--- src/shared/remap_defines.svh ---
// register offsets, field positions and masks of the region attribute remap block
// assumes byte addressing over an 8-bit register port, one 32-bit word per register
`ifndef REMAP_DEFINES_SVH
`define REMAP_DEFINES_SVH

// ==========================================================
// register map
`define REMAP_ADDR_W 8
`define ADDR_PRIMARY_REMAP 8'h00
`define ADDR_LOOKUP_STATUS 8'h04
`define ADDR_LOOKUP_COUNT 8'h08

// ==========================================================
// primary_region_remap fields
`define NOS_MSB 31
`define NOS_LSB 24
`define NORMAL_SET_BIT 19
`define NORMAL_CLEAR_BIT 18
`define DEVICE_SET_BIT 17
`define DEVICE_CLEAR_BIT 16
`define WMASK_OUTER 32'hff0fffff
`define WMASK_FLAT 32'h000fffff

// ==========================================================
// lookup status fields
`define ST_APPLIED_BIT 0
`define ST_SHAREABLE_BIT 1
`define ST_OUTER_BIT 2
`define ST_RESERVED_BIT 3
`define ST_TYPE_LSB 4
`define ST_INDEX_LSB 8

`endif

--- src/shared/remap_pkg.sv ---
// types shared by the region attribute remap block
// assumes remap_defines.svh is compiled alongside
package remap_pkg;

  // ==========================================================
  // memory types held in the two-bit type fields
  typedef enum logic [1:0] {
    mem_strongly_ordered = 2'b00,
    mem_device = 2'b01,
    mem_normal = 2'b10,
    mem_reserved = 2'b11
  } memory_type_e;

  typedef logic [2:0] remap_index_t;

  // ==========================================================
  // whole state of the remap top
  typedef struct packed {
    logic [31:0] remap;
    logic [31:0] rd_data;
    logic res_valid;
    logic res_applied;
    memory_type_e res_type;
    logic res_shareable;
    logic res_outer;
    logic res_reserved;
    remap_index_t res_index;
    logic [15:0] lookup_count;
  } state_s;

endpackage

--- src/design/region_attribute_remap.sv ---
// region attribute remap top: remap register, lookup pipeline, register port
// assumes a same-clock master on the register port and on the lookup port
//
// The strobed register port and the register offsets were left to the implementer.
`timescale 1ns/1ps
`default_nettype none
`include "remap_defines.svh"

// Notes on behaviour
// - index is type extension bit zero, then cacheable, then bufferable: 0..7
// - two-bit type per index in bits 15:0: strongly ordered, device, normal, reserved
// - bits 31:24 per index: 0 outer shareable for shareable normal, 1 not
// - without inner/outer distinction bits 31:24 read zero and ignore writes
// - normal memory, entry shareable set: final shareability from bit 19
// - normal memory, entry shareable clear: final shareability from bit 18
// - device memory, entry shareable set: final shareability from bit 17
// - device memory, entry shareable clear: final shareability from bit 16
// - index 6 meaning may differ; here it is treated like the rest
// - remap register is 32-bit read-write with no defined reset value
// - remap applies only when the short-descriptor scheme is selected
module region_attribute_remap #(
  parameter bit OUTER_DISTINCT = 1'b1       // inner and outer shareability are told apart
) (
  input wire logic clk_sys,                 // system clock, 200 MHz
  input wire logic rst,                     // synchronous reset, active high
  input wire logic [`REMAP_ADDR_W-1:0] reg_addr, // register byte address
  input wire logic [31:0] reg_wdata,        // register write data
  input wire logic reg_write,               // write strobe, one cycle
  input wire logic reg_read,                // read strobe, one cycle
  output logic [31:0] reg_rdata,            // read data, cycle after the strobe
  input wire logic short_descriptor,        // context uses the short-descriptor scheme
  input wire logic lookup_valid,            // lookup request, one cycle
  input wire logic lookup_type_extension_bit0, // entry type extension bit zero
  input wire logic lookup_cacheable,        // entry cacheable bit
  input wire logic lookup_bufferable,       // entry bufferable bit
  input wire logic lookup_shareable,        // entry shareable bit
  output logic result_valid,                // result pulse, cycle after request
  output logic result_applied,              // remap was applied
  output logic [1:0] result_memory_type,    // mapped memory type
  output logic result_shareable,            // mapped shareability
  output logic result_outer_shareable,      // shareable normal, outer shareable
  output logic result_reserved_type,        // type field held the reserved code
  output logic [2:0] result_index           // index the lookup used
);

  // ==========================================================
  // declarations
  localparam logic [31:0] WMASK = OUTER_DISTINCT ? `WMASK_OUTER : `WMASK_FLAT;

  remap_pkg::state_s st;
  remap_pkg::state_s next_st;
  remap_pkg::remap_index_t lookup_index;
  remap_pkg::memory_type_e sel_type;
  logic sel_shareable;
  logic sel_outer;
  logic sel_reserved;
  logic [31:0] status_word;

  // ==========================================================
  // combinational helpers
  remap_index_decode u_index (
    .type_extension_bit0(lookup_type_extension_bit0),
    .cacheable(lookup_cacheable),
    .bufferable(lookup_bufferable),
    .index(lookup_index)
  );

  remap_attr_select #(
    .OUTER_DISTINCT(OUTER_DISTINCT)
  ) u_select (
    .remap_word(st.remap),
    .index(lookup_index),
    .entry_shareable(lookup_shareable),
    .memory_type(sel_type),
    .region_shareable(sel_shareable),
    .outer_shareable(sel_outer),
    .reserved_type(sel_reserved)
  );

  // status word shows the last lookup result
  always_comb begin
    status_word = 32'h0;
    status_word[`ST_APPLIED_BIT] = st.res_applied;
    status_word[`ST_SHAREABLE_BIT] = st.res_shareable;
    status_word[`ST_OUTER_BIT] = st.res_outer;
    status_word[`ST_RESERVED_BIT] = st.res_reserved;
    status_word[`ST_TYPE_LSB +: 2] = st.res_type;
    status_word[`ST_INDEX_LSB +: 3] = st.res_index;
  end

  // ==========================================================
  // next state
  always_comb begin
    next_st = st;
    next_st.rd_data = 32'h0;
    next_st.res_valid = lookup_valid;
    // lookup result, one cycle of latency
    if (lookup_valid) begin
      next_st.res_index = lookup_index;
      if (short_descriptor) begin
        next_st.res_applied = 1'b1;
        next_st.res_type = sel_type;
        next_st.res_shareable = sel_shareable;
        next_st.res_outer = sel_outer;
        next_st.res_reserved = sel_reserved;
        next_st.lookup_count = st.lookup_count + 16'h0001;
      end else begin
        // other schemes use indirection, not this remap
        next_st.res_applied = 1'b0;
        next_st.res_type = remap_pkg::mem_strongly_ordered;
        next_st.res_shareable = 1'b0;
        next_st.res_outer = 1'b0;
        next_st.res_reserved = 1'b0;
      end
    end
    // masked write drops reserved and, if flat, outer bits
    if (reg_write && reg_addr == `ADDR_PRIMARY_REMAP) begin
      next_st.remap = reg_wdata & WMASK;
    end
    // read data stands for one cycle only
    if (reg_read) begin
      unique case (reg_addr)
        `ADDR_PRIMARY_REMAP: next_st.rd_data = st.remap;
        `ADDR_LOOKUP_STATUS: next_st.rd_data = status_word;
        `ADDR_LOOKUP_COUNT: next_st.rd_data = {16'h0, st.lookup_count};
        default: next_st.rd_data = 32'h0;
      endcase
    end
    // remap keeps its value through reset: it has none defined
    if (rst) begin
      next_st.rd_data = 32'h0;
      next_st.res_valid = 1'b0;
      next_st.res_applied = 1'b0;
      next_st.res_type = remap_pkg::mem_strongly_ordered;
      next_st.res_shareable = 1'b0;
      next_st.res_outer = 1'b0;
      next_st.res_reserved = 1'b0;
      next_st.res_index = 3'h0;
      next_st.lookup_count = 16'h0;
    end
  end

  // ==========================================================
  // state register
  always_ff @(posedge clk_sys) begin
    st <= next_st;
  end

  // outputs come straight from the state flops
  assign reg_rdata = st.rd_data;
  assign result_valid = st.res_valid;
  assign result_applied = st.res_applied;
  assign result_memory_type = st.res_type;
  assign result_shareable = st.res_shareable;
  assign result_outer_shareable = st.res_outer;
  assign result_reserved_type = st.res_reserved;
  assign result_index = st.res_index;

  // ==========================================================
  // checks
  // the remap word is unknown until written once, so lookups are checked after that
  logic remap_known;
  logic [1:0] exp_type;
  logic [7:0] exp_nos;
  logic exp_nos_bit;

  always_ff @(posedge clk_sys) begin
    if (rst) begin
      remap_known <= 1'b0;
    end else if (reg_write && reg_addr == `ADDR_PRIMARY_REMAP) begin
      remap_known <= 1'b1;
    end
  end

  // independent view of the fields, from the raw entry bits
  always_comb begin
    exp_type = st.remap[{lookup_type_extension_bit0, lookup_cacheable, lookup_bufferable, 1'b0} +: 2];
    exp_nos = st.remap[31:24];
    // per-index outer bit picked here so the property samples a plain signal
    exp_nos_bit = exp_nos[{lookup_type_extension_bit0, lookup_cacheable, lookup_bufferable}];
  end
endmodule

`default_nettype wire

--- src/design/remap_index_decode.sv ---
// forms the three-bit remap index from the entry attribute bits
// assumes all inputs come from logic on the same clock
`timescale 1ns/1ps
`default_nettype none

module remap_index_decode (
  input wire logic type_extension_bit0,   // entry type extension bit zero
  input wire logic cacheable,             // entry cacheable bit
  input wire logic bufferable,            // entry bufferable bit
  output remap_pkg::remap_index_t index   // selected index 0..7
);

  // ==========================================================
  // index assembly
  // type extension is the top bit, bufferable the bottom one
  assign index = {type_extension_bit0, cacheable, bufferable};

endmodule

`default_nettype wire

--- src/design/remap_attr_select.sv ---
// picks memory type and shareability for one index out of the remap word
// assumes the remap word holds zero in its reserved bits
`timescale 1ns/1ps
`default_nettype none
`include "remap_defines.svh"

module remap_attr_select #(
  parameter bit OUTER_DISTINCT = 1'b1       // inner and outer shareability are told apart
) (
  input wire logic [31:0] remap_word,       // current remap register
  input wire remap_pkg::remap_index_t index, // index from the entry
  input wire logic entry_shareable,         // entry shareable bit
  output remap_pkg::memory_type_e memory_type, // mapped memory type
  output logic region_shareable,            // mapped shareability
  output logic outer_shareable,             // shareable normal that is outer shareable
  output logic reserved_type                // index maps to the reserved type code
);

  logic [7:0] nos_field;
  logic nos_bit;

  // ==========================================================
  // field selection
  // index 6 gets the same treatment as every other index
  always_comb begin
    nos_field = remap_word[`NOS_MSB:`NOS_LSB];
    memory_type = remap_pkg::memory_type_e'(remap_word[{index, 1'b0} +: 2]);
    nos_bit = OUTER_DISTINCT ? nos_field[index] : 1'b0;
    region_shareable = 1'b0;
    outer_shareable = 1'b0;
    reserved_type = 1'b0;
    unique case (memory_type)
      remap_pkg::mem_strongly_ordered: begin
        region_shareable = 1'b1;
      end
      remap_pkg::mem_device: begin
        region_shareable = entry_shareable ? remap_word[`DEVICE_SET_BIT] : remap_word[`DEVICE_CLEAR_BIT];
      end
      remap_pkg::mem_normal: begin
        region_shareable = entry_shareable ? remap_word[`NORMAL_SET_BIT] : remap_word[`NORMAL_CLEAR_BIT];
        outer_shareable = region_shareable & ~nos_bit;
      end
      remap_pkg::mem_reserved: begin
        // unpredictable code: flagged, reported as not shareable
        reserved_type = 1'b1;
      end
    endcase
  end

endmodule

`default_nettype wire

--- config.mk ---
export PLATFORM = sky130hd
export DESIGN_NAME = region_attribute_remap
export DESIGN_NICKNAME = d
export VERILOG_FILES = /design/src/shared/remap_pkg.sv /design/src/design/region_attribute_remap.sv /design/src/design/remap_index_decode.sv /design/src/design/remap_attr_select.sv
export VERILOG_INCLUDE_DIRS = /design/src /design/src/shared
export SDC_FILE = /design/constraint.sdc
export NUM_CORES = 1
export LEC_CHECK = 0
export ABC_AREA = 1
export BUFFER_PORTS_ARGS = -buffer_cell sky130_fd_sc_hd__buf_2
export CAP_MARGIN = 30
export CORE_ASPECT_RATIO = 0.75
export CORE_UTILIZATION = 55
export DETAILED_ROUTE_END_ITERATION = 10
export GPL_ROUTABILITY_DRIVEN = 0
export HOLD_SLACK_MARGIN = 0.03
export PLACE_DENSITY = 0.9
export SLEW_MARGIN = 40
export SYNTH_ARGS = -nofsm -noshare
export SYNTH_HDL_FRONTEND = slang
export SYNTH_HIERARCHICAL = 1
export SYNTH_SLANG_ARGS = --single-unit
--- constraint.sdc ---
create_clock -name clk_sys -period 5 [get_ports clk_sys]
set_input_delay 1 -clock clk_sys [delete_from_list [all_inputs] [get_ports clk_sys]]
set_output_delay 1 -clock clk_sys [all_outputs]
set_load 0.05 [all_outputs]
Word-level counts from Yosys, hierarchy flattened
Index checks and enable logic that the tools add are counted.

storage, ports and cells
  bits in registers = 86
  latch bits = 0
  RAM bits = 0
  ROM bits = 0
  input bits = 50
  output and inout port bits = 42
  logic and storage cells = 35
  memories kept = 0

cells by class
  add/sub/neg operators = 1
  multiply operators = 0
  divide/modulo/power cells = 0
  $lt $le $gt $ge = 1
  eq/ne operators = 5
  shift-type cells = 1
  multiplexer cells = 9
  bitwise gates (word level) = 3
  reduce and logical (&&, ||, !) cells = 5

operators by type and width
  cell                   number
  $pmux 32 s3            1
  $shiftx 32x5->2        1
  $add 16x1->16 const B  1
  $eq 8x3->1 const B     1
  $eq 8x4->1 const B     1
  $logic_not 8->1        1
  $mux 6                 1
  $mux 1                 5
  $eq 2x2->1 const B     2
  $lt 3x4->1 const B     1
  $bmux 1 s3             1
  $pmux 1 s3             1
  $eq 2x1->1 const B     1
  $logic_not 2->1        1
  $not 1->1              2
  $reduce_and 2->1       1
  $reduce_or 2->1        1
  $and 1x1->1            1
  $logic_and 1x1->1      1

Logic depth before layout (Yosys ltp)
Gate-level depths: netlist of run 1.

  word-level depth = 6
  mapped depth = 12
  gate-level depth less buffers = 10

By module
Netlist of run 1, hierarchy kept.

by module, submodules not included
  module                  times used  cells an instance  area each (sq um)  seq. area each (sq um)
  region_attribute_remap  1           399                3498.4             1921.8
  remap_attr_select       1           81                 380.4              0.0
  remap_index_decode      1           3                  22.5               0.0

Least setup slack after synthesis of run 1
Ideal clock, no wire load.

  path type = input port to flip-flop
  start point = in reg_addr[5]
  end point = reg st (netlist bit exp_nos[0]) (enable)
  setup time = 413 ps
  data arrival time = 2847 ps
  required time = 4587 ps
  path slack = 1740 ps
  stages on the path = 6
  buffers on the path = 1
  cell sequence = nor2_1 nand3_2 nor2_8 inv_2 buf_2 nor2_1

on the way
  longest elaborated chain between the ends = 2

ends and longest elaborated chain
  item                         RTL line                       RTL
  from (decl)                  region_attribute_remap.sv:26   input wire logic [`REMAP_ADDR_W-1:0] reg_addr,
  $logic_not 8->1              n/a
  $logic_and 1x1->1 (no line)  n/a
  to (signal assigned)         region_attribute_remap.sv:146  st <= next_st;
  to (decl)                    region_attribute_remap.sv:50   remap_pkg::state_s st;

Every way passes these cells.
A chain may end at the register's enable or synchronous reset.

Worst setup path after layout of run 1
  start point = in reg_addr[1]
  end point = reg st (netlist bit exp_nos[1]) (enable)

The elaborated chain is that of the path after synthesis.

==> results of run 1 <==
[cell usage in the layout, fill, tap and decap left out, types with 2 or more instances in the layout]
master and instances:
sky130_fd_sc_hd__a21oi_1 13, sky130_fd_sc_hd__inv_2 5, sky130_fd_sc_hd__buf_2 83, sky130_fd_sc_hd__clkbuf_8 9, sky130_fd_sc_hd__xnor2_1 2, sky130_fd_sc_hd__clkinv_4 2
sky130_fd_sc_hd__nand3_1 28, sky130_fd_sc_hd__nand4_1 2, sky130_fd_sc_hd__clkinv_2 2, sky130_fd_sc_hd__clkinvlp_4 2, sky130_fd_sc_hd__nor3_1 4, sky130_fd_sc_hd__inv_1 53
sky130_fd_sc_hd__nand2_1 107, sky130_fd_sc_hd__nor2_2 15, sky130_fd_sc_hd__nand2_2 11, sky130_fd_sc_hd__conb_1 4, sky130_fd_sc_hd__nor2_4 4, sky130_fd_sc_hd__nor2_1 71
sky130_fd_sc_hd__o21ai_1 6, sky130_fd_sc_hd__dfxtp_1 54, sky130_fd_sc_hd__nand3b_1 3, sky130_fd_sc_hd__nand3_2 5, sky130_fd_sc_hd__o21ai_0 10, sky130_fd_sc_hd__edfxtp_1 28
[cell type report]
class | instances | area [um^2]
Clock buffer | 9 | 124
Tap cell | 84 | 105
Multi-Input combinational cell | 295 | 1410
Clock inverter | 7 | 46.3
Timing Repair Buffer | 84 | 423
Fill cell | 598 | 2590
Inverter | 58 | 218
Sequential cell | 82 | 1920
[kinds of logic after synthesis]
group | Yosys count
simple gates | 254
buf+inv | 109
flops | 82
compound gates | 32
xor+xnor | 3
fa+ha+maj | 1
other cells | 1
mux | 1
[worst max-delay path, stage by stage]
cell and delay (ns):
sky130_fd_sc_hd__buf_2 0.10, sky130_fd_sc_hd__nor2_1 0.15, sky130_fd_sc_hd__nand3_2 0.14, sky130_fd_sc_hd__nor2_8 0.26
sky130_fd_sc_hd__inv_2 0.18, sky130_fd_sc_hd__nor2_2 0.12, sky130_fd_sc_hd__buf_4 0.34
[power by group]
group / switching (mW) / internal [mW]
clock network: 0.237 / 0.178
logic: 0.0690 / 0.0302
registers: 0.00512 / 0.693
total: 0.311 / 0.901
[metal layers]
metal | routed length, um | vias to the layer above
met5 | 0 | -
met3 | 726 | 22
met1 | 3740 | 1409
met2 | 3720 | 156
met4 | 184 | 0
li1 | - | 1548
[state kept, by name, summed over array words and instances (netlist names)]
signal and flops:
result_applied 1, result_outer_shareable 1, exp_nos 8, result_shareable 1
reg_rdata 28, result_index 3, result_memory_type 2, result_reserved_type 1
st 36, result_valid 1
[path summary, 6_finish.rpt]
check | endpoint | slack, ns | cells after the start
max | exp_nos[1]$_DFFE_PP_ | 2.73 | 7
min reg2reg | st[14]$_SDFFE_PP0P_ | 0.51 | 2
max reg2reg | st[12]$_SDFFE_PP0P_ | 3.62 | 9
min | st[14]$_SDFFE_PP0P_ | 0.51 | 2
[stage by stage]
stage / util, % / hold WS [ns] / total power, mW
floorplan: - / 0.444 / 0.785
global placement: 59.6 / 0.481 / 0.808
detailed placement: 59.6 / 0.492 / 0.811
CTS: 62.1 / 0.508 / 1.22
global route: 62.1 / 0.516 / 1.26
finish: 62.1 / 0.508 / 1.21
==> impl_summary.txt, run 1 <==
----------------------------------------------------
[Clocking]
  Total CTS buffers ... 9
  Number of hold-repair buffers added at the cts stage ... 0
  Buffer type at the clock tree root ... sky130_fd_sc_hd__clkbuf_8
  Clock tree from TritonCTS ... built
  # Post-CTS Setup Buffers ... 0
  Deepest level of the CTS H-tree ... 3
  Clock sinks ... 82
  Clock-pin slew on the worst setup and hold paths ... 0.08 ns
  Insertion delay to the later sink of the worst-skew pair ... 0.36 ns
  Number of instances resized during post-cts repair ... 0
  Longest Clk Path Bufs ... 2

[Yosys]
  Fraction of the mapped netlist area in compound gates ... around 4.5%
  Leading cell type by number of instances after synthesis ... sky130_fd_sc_hd__nand2_1
  Share of synthesized area spent on multiplexers ... less than 1%
  Cells taking the most area after synthesis ... sky130_fd_sc_hd__dfxtp_1, sky130_fd_sc_hd__edfxtp_1, sky130_fd_sc_hd__nand2_1, sky130_fd_sc_hd__buf_4, sky130_fd_sc_hd__nor2_1
  Dominant combinational cell family by area after synthesis ... simple AND/OR/NAND/NOR gates
  Synth warnings ... 6
  Post-synth ARST share ... 0%
  Adder and majority gate portion of the synthesized area ... less than 1%
  Area of the mapped netlist ... between 0.003 and 0.004 mm^2
  Avg Inst Size Synth ... around 8.1 um^2
  Synth cell count leaders ... sky130_fd_sc_hd__nand2_1, sky130_fd_sc_hd__nor2_1, sky130_fd_sc_hd__dfxtp_1
  Ys flop type ... sky130_fd_sc_hd__dfxtp_1
  Post-synth top area cell ... sky130_fd_sc_hd__dfxtp_1
  Number of distinct standard cells referenced by the synthesized netlist ... 33
  Post-synth EDFFs ... 28
  Post-synthesis xor/xnor area fraction ... less than 1%
  Basic-gate share of the synthesized area counting and, or, nand and nor cells ... 29.7%
  Post-synthesis sequential area ratio ... 49.3%
  Share of the synthesized area in the top cell type ... 27.7%
  Synth Instances ... 483
  Synthesized flop and latch total ... 82

[Timing]
  Count of endpoints failing hold in the final timing report ... 0
  Final critical-path share of the clock period ... 45.4%
  Setup TNS Final ... 0 ns
  Unrepaired setup endpoints after global routing ... false
  Maximum clock frequency ... 441 MHz
  Worst slew pin tran ... 0.685 ns
  Final setup violation count ... 0
  Shortest clock period the worst path allows after layout ... ~2.3 ns
  Skew final ... 0.00562 ns
  Normalized max-slew margin ... 54.3%
  Final-report max-slew violation count ... 0
  Worst setup margin ... 2.73 ns

[Power]
  Power per Cell Area ... about 290 mW/mm^2
  VDD IR-drop max ... 215 uV
  Leakage power of the design ... 1.87 nW

[Global route]
  Overflow after GRT ... 0
  Maximum number of pins on one net before global-route repair ... 29
  Layer carrying the most global-route usage ... met2
  Initial antenna violation count ... 0
  Routing usage on met2 ... between 30% and 40%
  Wire length of the first global-routing pass ... 13600 um
  Fraction of met3 tracks used by global routing ... roughly 8.0%
  GRT Resource Usage Total ... about a quarter
  Grt met1 use ... 31.4%
  Number of global-route vias before repair ... 2905

[Routing]
  Pre-Repair DR Iteration Count ... 7
  Initial DRC count ... 314
  Detailed-route vias per instance ... 5.06
  Detailed-route wire length ... about 8400 um
  Routed WL per cell ... 13.5 um
  DRC errors left ... 0
  Remaining antenna violation count ... 0
  Detailed-route via count ... 3135

[Place]
  Port Buf Inserts ... 83
  Total placed instance area ... 0.00407 mm^2
  Count of placed standard cells including taps ... approximately 600
  Final HPWL DP ... 6280 um
  Pre-CTS setup slack ... 2.34 ns

[Finish]
  Final net count ... 581
  Layout cell share with drive strength beyond 1 ... 26.9%
  Ant. Diodes ... 0
  P&R area growth vs syn ... 8.76%
  Finished Cell Area ... 0.00424 mm^2
  Cell Count, Final, Fillers Out ... 619

[Run]
  Total of max-cap violations ... 0

[Worst setup path]
  Required time of the critical path ... between 5 and 6 ns
  Launching instance or port of the critical path ... reg_addr[1]
  Peak fanout along the critical path ... 28
  Category of the worst setup path capture point ... flop
  WS Path Type ... input port to flop
  Startpoint of the worst-slack reg-to-reg timing path ... st[1]$_SDFFE_PP0P_
  Data arrival at the endpoint of the critical path ... 2.30 ns
  Kind of launch point of the worst setup path ... input port

[Min path]
  HP Class ... flop to flop
  Worst Min Path Start ... st[14]$_SDFFE_PP0P_

[Outcome]
  Status ... completed

[Floorplanning]
  I/O pin total ... 92
  Die span in y ... 74.9 um
  Starting Density ... 57.1%
  Die width ... 99.3 um
  Placeable Area ... between 0.006 and 0.007 mm^2
  Area of the die ... around 0.0074 mm^2
  Std-Cell Rows ... 26

----------------------------------------------------
(Power assumes the default switching activity.)
==> inputs of run 2 (changes only) <==
- CORE_UTILIZATION: 55 -> 54
- PLACE_DENSITY: 0.9 -> 0.89
- clock period: 5 -> 2.1 ns (I/O delays scaled with it)
==> run 2 against run 1 <==
- routed wire length up 1.2%
- count of clock-buffer cells in the layout unchanged
- power up 140%
- via count up 1.9%
- highest routed layer unchanged
- utilization up 0.67 points
- non-clock buffer count up 6
- sequential power up 140%
- critical path depth down 6
==> impl_summary.txt, run 2 (synthesis results as in run 1) <==
----------------------------------------------------
[Floorplanning]
  I/O pin total ... 92
  Starting Density ... 56.6%
  Placeable Area ... between 0.006 and 0.007 mm^2
  Die span in y ... 75.6 um
  Die width ... 100 um
  Area of the die ... 0.00757 mm^2
  Std-Cell Rows ... 26

[Min path]
  HP Class ... input port to flop

[Timing]
  Skew final ... 0.0122 ns
  Unrepaired setup endpoints after global routing ... false
  Hold WS ... 0.219 ns
  Count of endpoints failing hold in the final timing report ... 0
  Shortest clock period the worst path allows after layout ... around 1.5 ns
  Final-report max-slew violation count ... 0
  Final critical-path share of the clock period ... 69.7%
  Worst setup margin ... 0.637 ns
  Setup TNS Final ... 0 ns
  Maximum clock frequency ... 683 MHz
  Final setup violation count ... 0

[Global route]
  Number of global-route vias before repair ... 3040
  Maximum number of pins on one net before global-route repair ... 23
  Initial antenna violation count ... 0
  Overflow after GRT ... 0
  Wire length of the first global-routing pass ... 13800 um
  GRT Resource Usage Total ... about a quarter

[Routing]
  Initial DRC count ... 329
  Detailed-route via count ... 3195
  Routed WL per cell ... 13.3 um
  Detailed-route wire length ... 8470 um
  Pre-Repair DR Iteration Count ... 5
  DRC errors left ... 0
  Remaining antenna violation count ... 0
  Detailed-route vias per instance ... 5.00

[Worst setup path]
  WS Path Type ... flop to output pin
  Kind of launch point of the worst setup path ... flop
  Gate family responsible for the most delay along the worst path ... flip-flops
  Library cell contributing the largest single delay on the critical path ... sky130_fd_sc_hd__dfxtp_1
  Required time of the critical path ... 1.68 ns
  Data arrival at the endpoint of the critical path ... between 1 and 1.5 ns
  Slowest Stage Delay on Critical Path ... roughly 0.4 ns
  Series of cell instances along the critical path ... buf_2
  Category of the worst setup path capture point ... output pin
  Count of buffer and inverter cells on the critical path ... 1
  Peak fanout along the critical path ... 3

[Clocking]
  Insertion delay to the later sink of the worst-skew pair ... 0.37 ns
  Number of instances resized during post-cts repair ... 0
  Longest Clk Path Bufs ... 2
  Clock sinks ... 82
  # Post-CTS Setup Buffers ... 0
  Clock-pin slew on the worst setup and hold paths ... approximately 0.09 ns
  Deepest level of the CTS H-tree ... 3
  Buffer type at the clock tree root ... sky130_fd_sc_hd__clkbuf_8
  Number of hold-repair buffers added at the cts stage ... 0
  Clock tree from TritonCTS ... built
  Total CTS buffers ... 9

[Finish]
  Most common library cell in the layout ignoring fill and taps ... sky130_fd_sc_hd__nand2_1
  Layout cell share with drive strength beyond 1 ... 27.7%
  Final net count ... about 590
  Largest register FFs ... 36
  Highest-count cells in the layout ignoring fill and taps ... sky130_fd_sc_hd__nand2_1, sky130_fd_sc_hd__buf_2, sky130_fd_sc_hd__nor2_1
  P&R area growth vs syn ... 11.0%
  Biggest register ... st
  Ant. Diodes ... 0

[Power]
  Leakage power of the design ... between 1.5 and 2 nW
  VDD IR-drop max ... a little under 400 uV
  Power per Cell Area ... 679 mW/mm^2

[Run]
  Total of max-cap violations ... 0

[Place]
  Final HPWL DP ... 6310 um
  Port Buf Inserts ... 83
  Pre-CTS setup slack ... around 0.32 ns

[Outcome]
  Status ... completed

----------------------------------------------------
## run 2: cell types whose count changed in the layout (fill, tap and decap cells not counted)
cell / previous run / this run
sky130_fd_sc_hd__inv_6: 0 / 1
sky130_fd_sc_hd__nor2_4: 4 / 5
sky130_fd_sc_hd__buf_12: 0 / 1
sky130_fd_sc_hd__buf_4: 1 / 6
sky130_fd_sc_hd__nor2_2: 15 / 13
sky130_fd_sc_hd__nor2_1: 71 / 72
sky130_fd_sc_hd__clkinv_2: 2 / 1
sky130_fd_sc_hd__clkinv_1: 1 / 0
sky130_fd_sc_hd__clkinv_4: 2 / 3
## run 2: power by group
part	total, mW	switching, mW	internal [mW]
logic	0.239	0.166	0.0738
registers	1.66	0.0117	1.65
clock network	1.04	0.601	0.436
## run 2: area by class of cell
cell class	instances	area, um^2
clock buffer	9	124
clock inverter	7	55.1
fill	618	2570
inverter	58	218
multi-input combinational	295	1410
sequential	82	1920
tap	98	123
timing repair buffer	90	480
## run 2: metal layers
metal  GRT usage (%)  part of all wire, %  routed length (um)
met5               0                    0                   0
met1            31.1                   43                3600
met2            40.4                   46                3900
met3            7.34                  9.4                 800
met4            9.34                  2.0                 169
## run 2: metrics by stage
| step | utilization, % | std cells | cell area, um^2 | power (mW) |
|---|---|---|---|---|
| after global routing | 62.8 | 639 | 4330 | 3.04 |
| after floorplan | - | 486 | 3920 | 1.87 |
| after global placement | 60.2 | 623 | 4150 | 1.93 |
| after detailed placement | 60.2 | 623 | 4150 | 1.93 |
| final | 62.8 | 639 | 4330 | 2.94 |
| after CTS | 62.8 | 639 | 4330 | 2.95 |
## run 2: path summary, 6_finish.rpt
check | start | to | slack [ns] | cells after the start
max reg2reg | st[1]$_SDFFE_PP0P_ | st[8]$_SDFFE_PP0P_ | 0.68 | 7
min | reg_wdata[30] | exp_nos[6]$_DFFE_PP_ | 0.22 | 1
min reg2reg | result_applied$_SDFFE_PP0P_ | result_applied$_SDFFE_PP0P_ | 0.50 | 2
max | result_outer_shareable$_SDFFE_PP0P_ | result_outer_shareable | 0.64 | 1
==> inputs of run 3 (changes only) <==
- clock period: 2.1 -> 1.4 ns (I/O delays scaled with it)
==> run 3 against run 2 <==
- cell area rose by 5.1%
- power rose by 73%
- utilization rose by 3.2 points
- die area did not move
- flip-flop and latch count did not move
- clock skew fell by 0.0044 ns
- non-clock buffer count rose by 10
- routed wire length rose by 6.1%
- clock power rose by 110%
- register-to-register slack got worse by 0.59 ns
- sequential power rose by 50%
==> impl_summary.txt, run 3 (synthesis results as in run 1) <==
----------------------------------------------------
[Outcome]
  Status ... completed

[Floorplanning]
  I/O pin total ... 92
  Die span in y ... 75.6 um
  Starting Density ... between 50% and 60%
  Placeable Area ... around 0.0069 mm^2
  Std-Cell Rows ... 26
  Die width ... 100 um
  Area of the die ... 0.00757 mm^2

[Finish]
  Finished Cell Area ... 0.00455 mm^2
  Cell Count, Final, Fillers Out ... 649
  Reg area ... slightly below 0.002 mm^2
  Highest-count cells in the layout ignoring fill and taps ... sky130_fd_sc_hd__nand2_1, sky130_fd_sc_hd__buf_2, sky130_fd_sc_hd__nor2_1
  Biggest register ... st
  Area occupied by multi-input gates ... between 0.001 and 0.0015 mm^2
  P&R area growth vs syn ... 16.6%
  Largest register FFs ... 36
  Fill cell total of the finished layout ... 578
  Layout cell share with drive strength beyond 1 ... a little under a third
  Ant. Diodes ... 0
  Final net count ... 597
  Most common library cell in the layout ignoring fill and taps ... sky130_fd_sc_hd__nand2_1

[Timing]
  Normalized max-slew margin ... roughly three fifths
  Final setup violation count ... 0
  Final critical-path share of the clock period ... ~96%
  Maximum clock frequency ... around 750 MHz
  Count of endpoints failing hold in the final timing report ... 0
  Setup TNS Final ... 0 ns
  Shortest clock period the worst path allows after layout ... 1.34 ns
  Worst slew pin tran ... 0.577 ns
  Final-report max-slew violation count ... 0
  Skew final ... 0.00778 ns

[Routing]
  Remaining antenna violation count ... 0
  Initial DRC count ... 327
  Detailed-route vias per instance ... between 5 and 6
  Detailed-route wire length ... 8990 um
  Routed WL per cell ... ~14 um
  DRC errors left ... 0
  Detailed-route via count ... 3281
  Pre-Repair DR Iteration Count ... 5

[Worst setup path]
  Data arrival at the endpoint of the critical path ... 1.06 ns
  Series of cell instances along the critical path ... buf_2
  Slowest Stage Delay on Critical Path ... 0.40 ns
  Peak fanout along the critical path ... 3
  Kind of launch point of the worst setup path ... flop
  Count of buffer and inverter cells on the critical path ... 1
  Category of the worst setup path capture point ... output pin
  Gate family responsible for the most delay along the worst path ... flip-flops
  Required time of the critical path ... approximately 1.1 ns
  Library cell contributing the largest single delay on the critical path ... sky130_fd_sc_hd__dfxtp_1
  WS Path Type ... flop to output pin

[Clocking]
  Insertion delay to the later sink of the worst-skew pair ... 0.36 ns
  Clock sinks ... 82
  Longest Clk Path Bufs ... 2
  Deepest level of the CTS H-tree ... 3
  Buffer type at the clock tree root ... sky130_fd_sc_hd__clkbuf_8
  Number of hold-repair buffers added at the cts stage ... 0
  Clock tree from TritonCTS ... built
  Clock-pin slew on the worst setup and hold paths ... 0.08 ns
  Total CTS buffers ... 9

[Global route]
  Initial antenna violation count ... 0
  Overflow after GRT ... 0
  Number of global-route vias before repair ... 3071
  Maximum number of pins on one net before global-route repair ... 23
  GRT Resource Usage Total ... 25.1%
  Wire length of the first global-routing pass ... 14200 um

[Power]
  VDD IR-drop max ... 550 uV
  Power per Cell Area ... approximately 1100 mW/mm^2
  Leakage power of the design ... 2.01 nW

[Min path]
  HP Class ... input port to flop

[Place]
  Final HPWL DP ... 6490 um
  Total placed instance area ... 0.00423 mm^2
  Port Buf Inserts ... 83
  Count of placed standard cells including taps ... about 630

[Run]
  Total of max-cap violations ... 0

----------------------------------------------------
## run 3: cell types whose count changed in the layout (fill, tap and decap cells not counted), moves of 2 or more
cell and change:
sky130_fd_sc_hd__nor2_4 +3, sky130_fd_sc_hd__dfxtp_2 +3, sky130_fd_sc_hd__buf_4 +9, sky130_fd_sc_hd__bufinv_16 +4
sky130_fd_sc_hd__clkinvlp_4 -2, sky130_fd_sc_hd__nand2_1 -2, sky130_fd_sc_hd__nor2_1 -3, sky130_fd_sc_hd__nand2_2 +2
sky130_fd_sc_hd__dfxtp_1 -3
## run 3: power by group
group	total (mW)	leakage (nW)	switching, mW	internal [mW]
clock network	2.21	0.131	0.844	1.36
registers	2.49	0.690	0.0184	2.48
logic	0.381	1.19	0.258	0.124
## run 3: worst paths after layout
path / from / to / slack [ns] / cells past startpoint
setup / recovery: result_outer_shareable$_SDFFE_PP0P_ / result_outer_shareable / 0.06 / 1
hold / removal: reg_wdata[3] / st[61]$_DFFE_PP_ / 0.09 / 1
setup reg to reg: st[3]$_SDFFE_PP0P_ / st[12]$_SDFFE_PP0P_ / 0.09 / 8
hold reg to reg: result_shareable$_SDFFE_PP0P_ / result_shareable$_SDFFE_PP0P_ / 0.50 / 2
## run 3: metal layers
metal	GRT usage (%)	vias up	share of wire [%]
li1	-	1584	-
met1	32.1	1478	43
met2	42.3	192	45
met3	6.15	27	9.4
met4	9.02	0	2.6
met5	0	-	0
## run 3: final cells by class
cell class                      count  area share (%)
Multi-Input combinational cell    295            31.8
Sequential cell                    82            42.3
Clock buffer                        9            2.72
Tap cell                           98            2.70
Inverter                           58            4.84
Clock inverter                      7            3.11
Timing Repair Buffer              100            12.5
## run 3: repair_timing
item / in CTS / in global routing
buffers inserted: 0 / 4
setup endpoints to repair: 2 / 6
endpoints found under the hold margin: 0 / 0
gates resized for setup: 1 / 9
pin swaps: 1 / 2
## run 3: per-stage QoR
step	power [mW]	utilization, %	worst slack (ns)	hold slack (ns)
after floorplan	2.81	-	-0.294	0.359
after global placement	2.91	61.4	-0.0575	0.458
after detailed placement	2.92	61.4	-0.105	0.458
after CTS	5.11	65.3	0.0158	0.0787
after global routing	5.22	66.0	-0.0105	0.0767
final	5.08	66.0	0.0620	0.0918
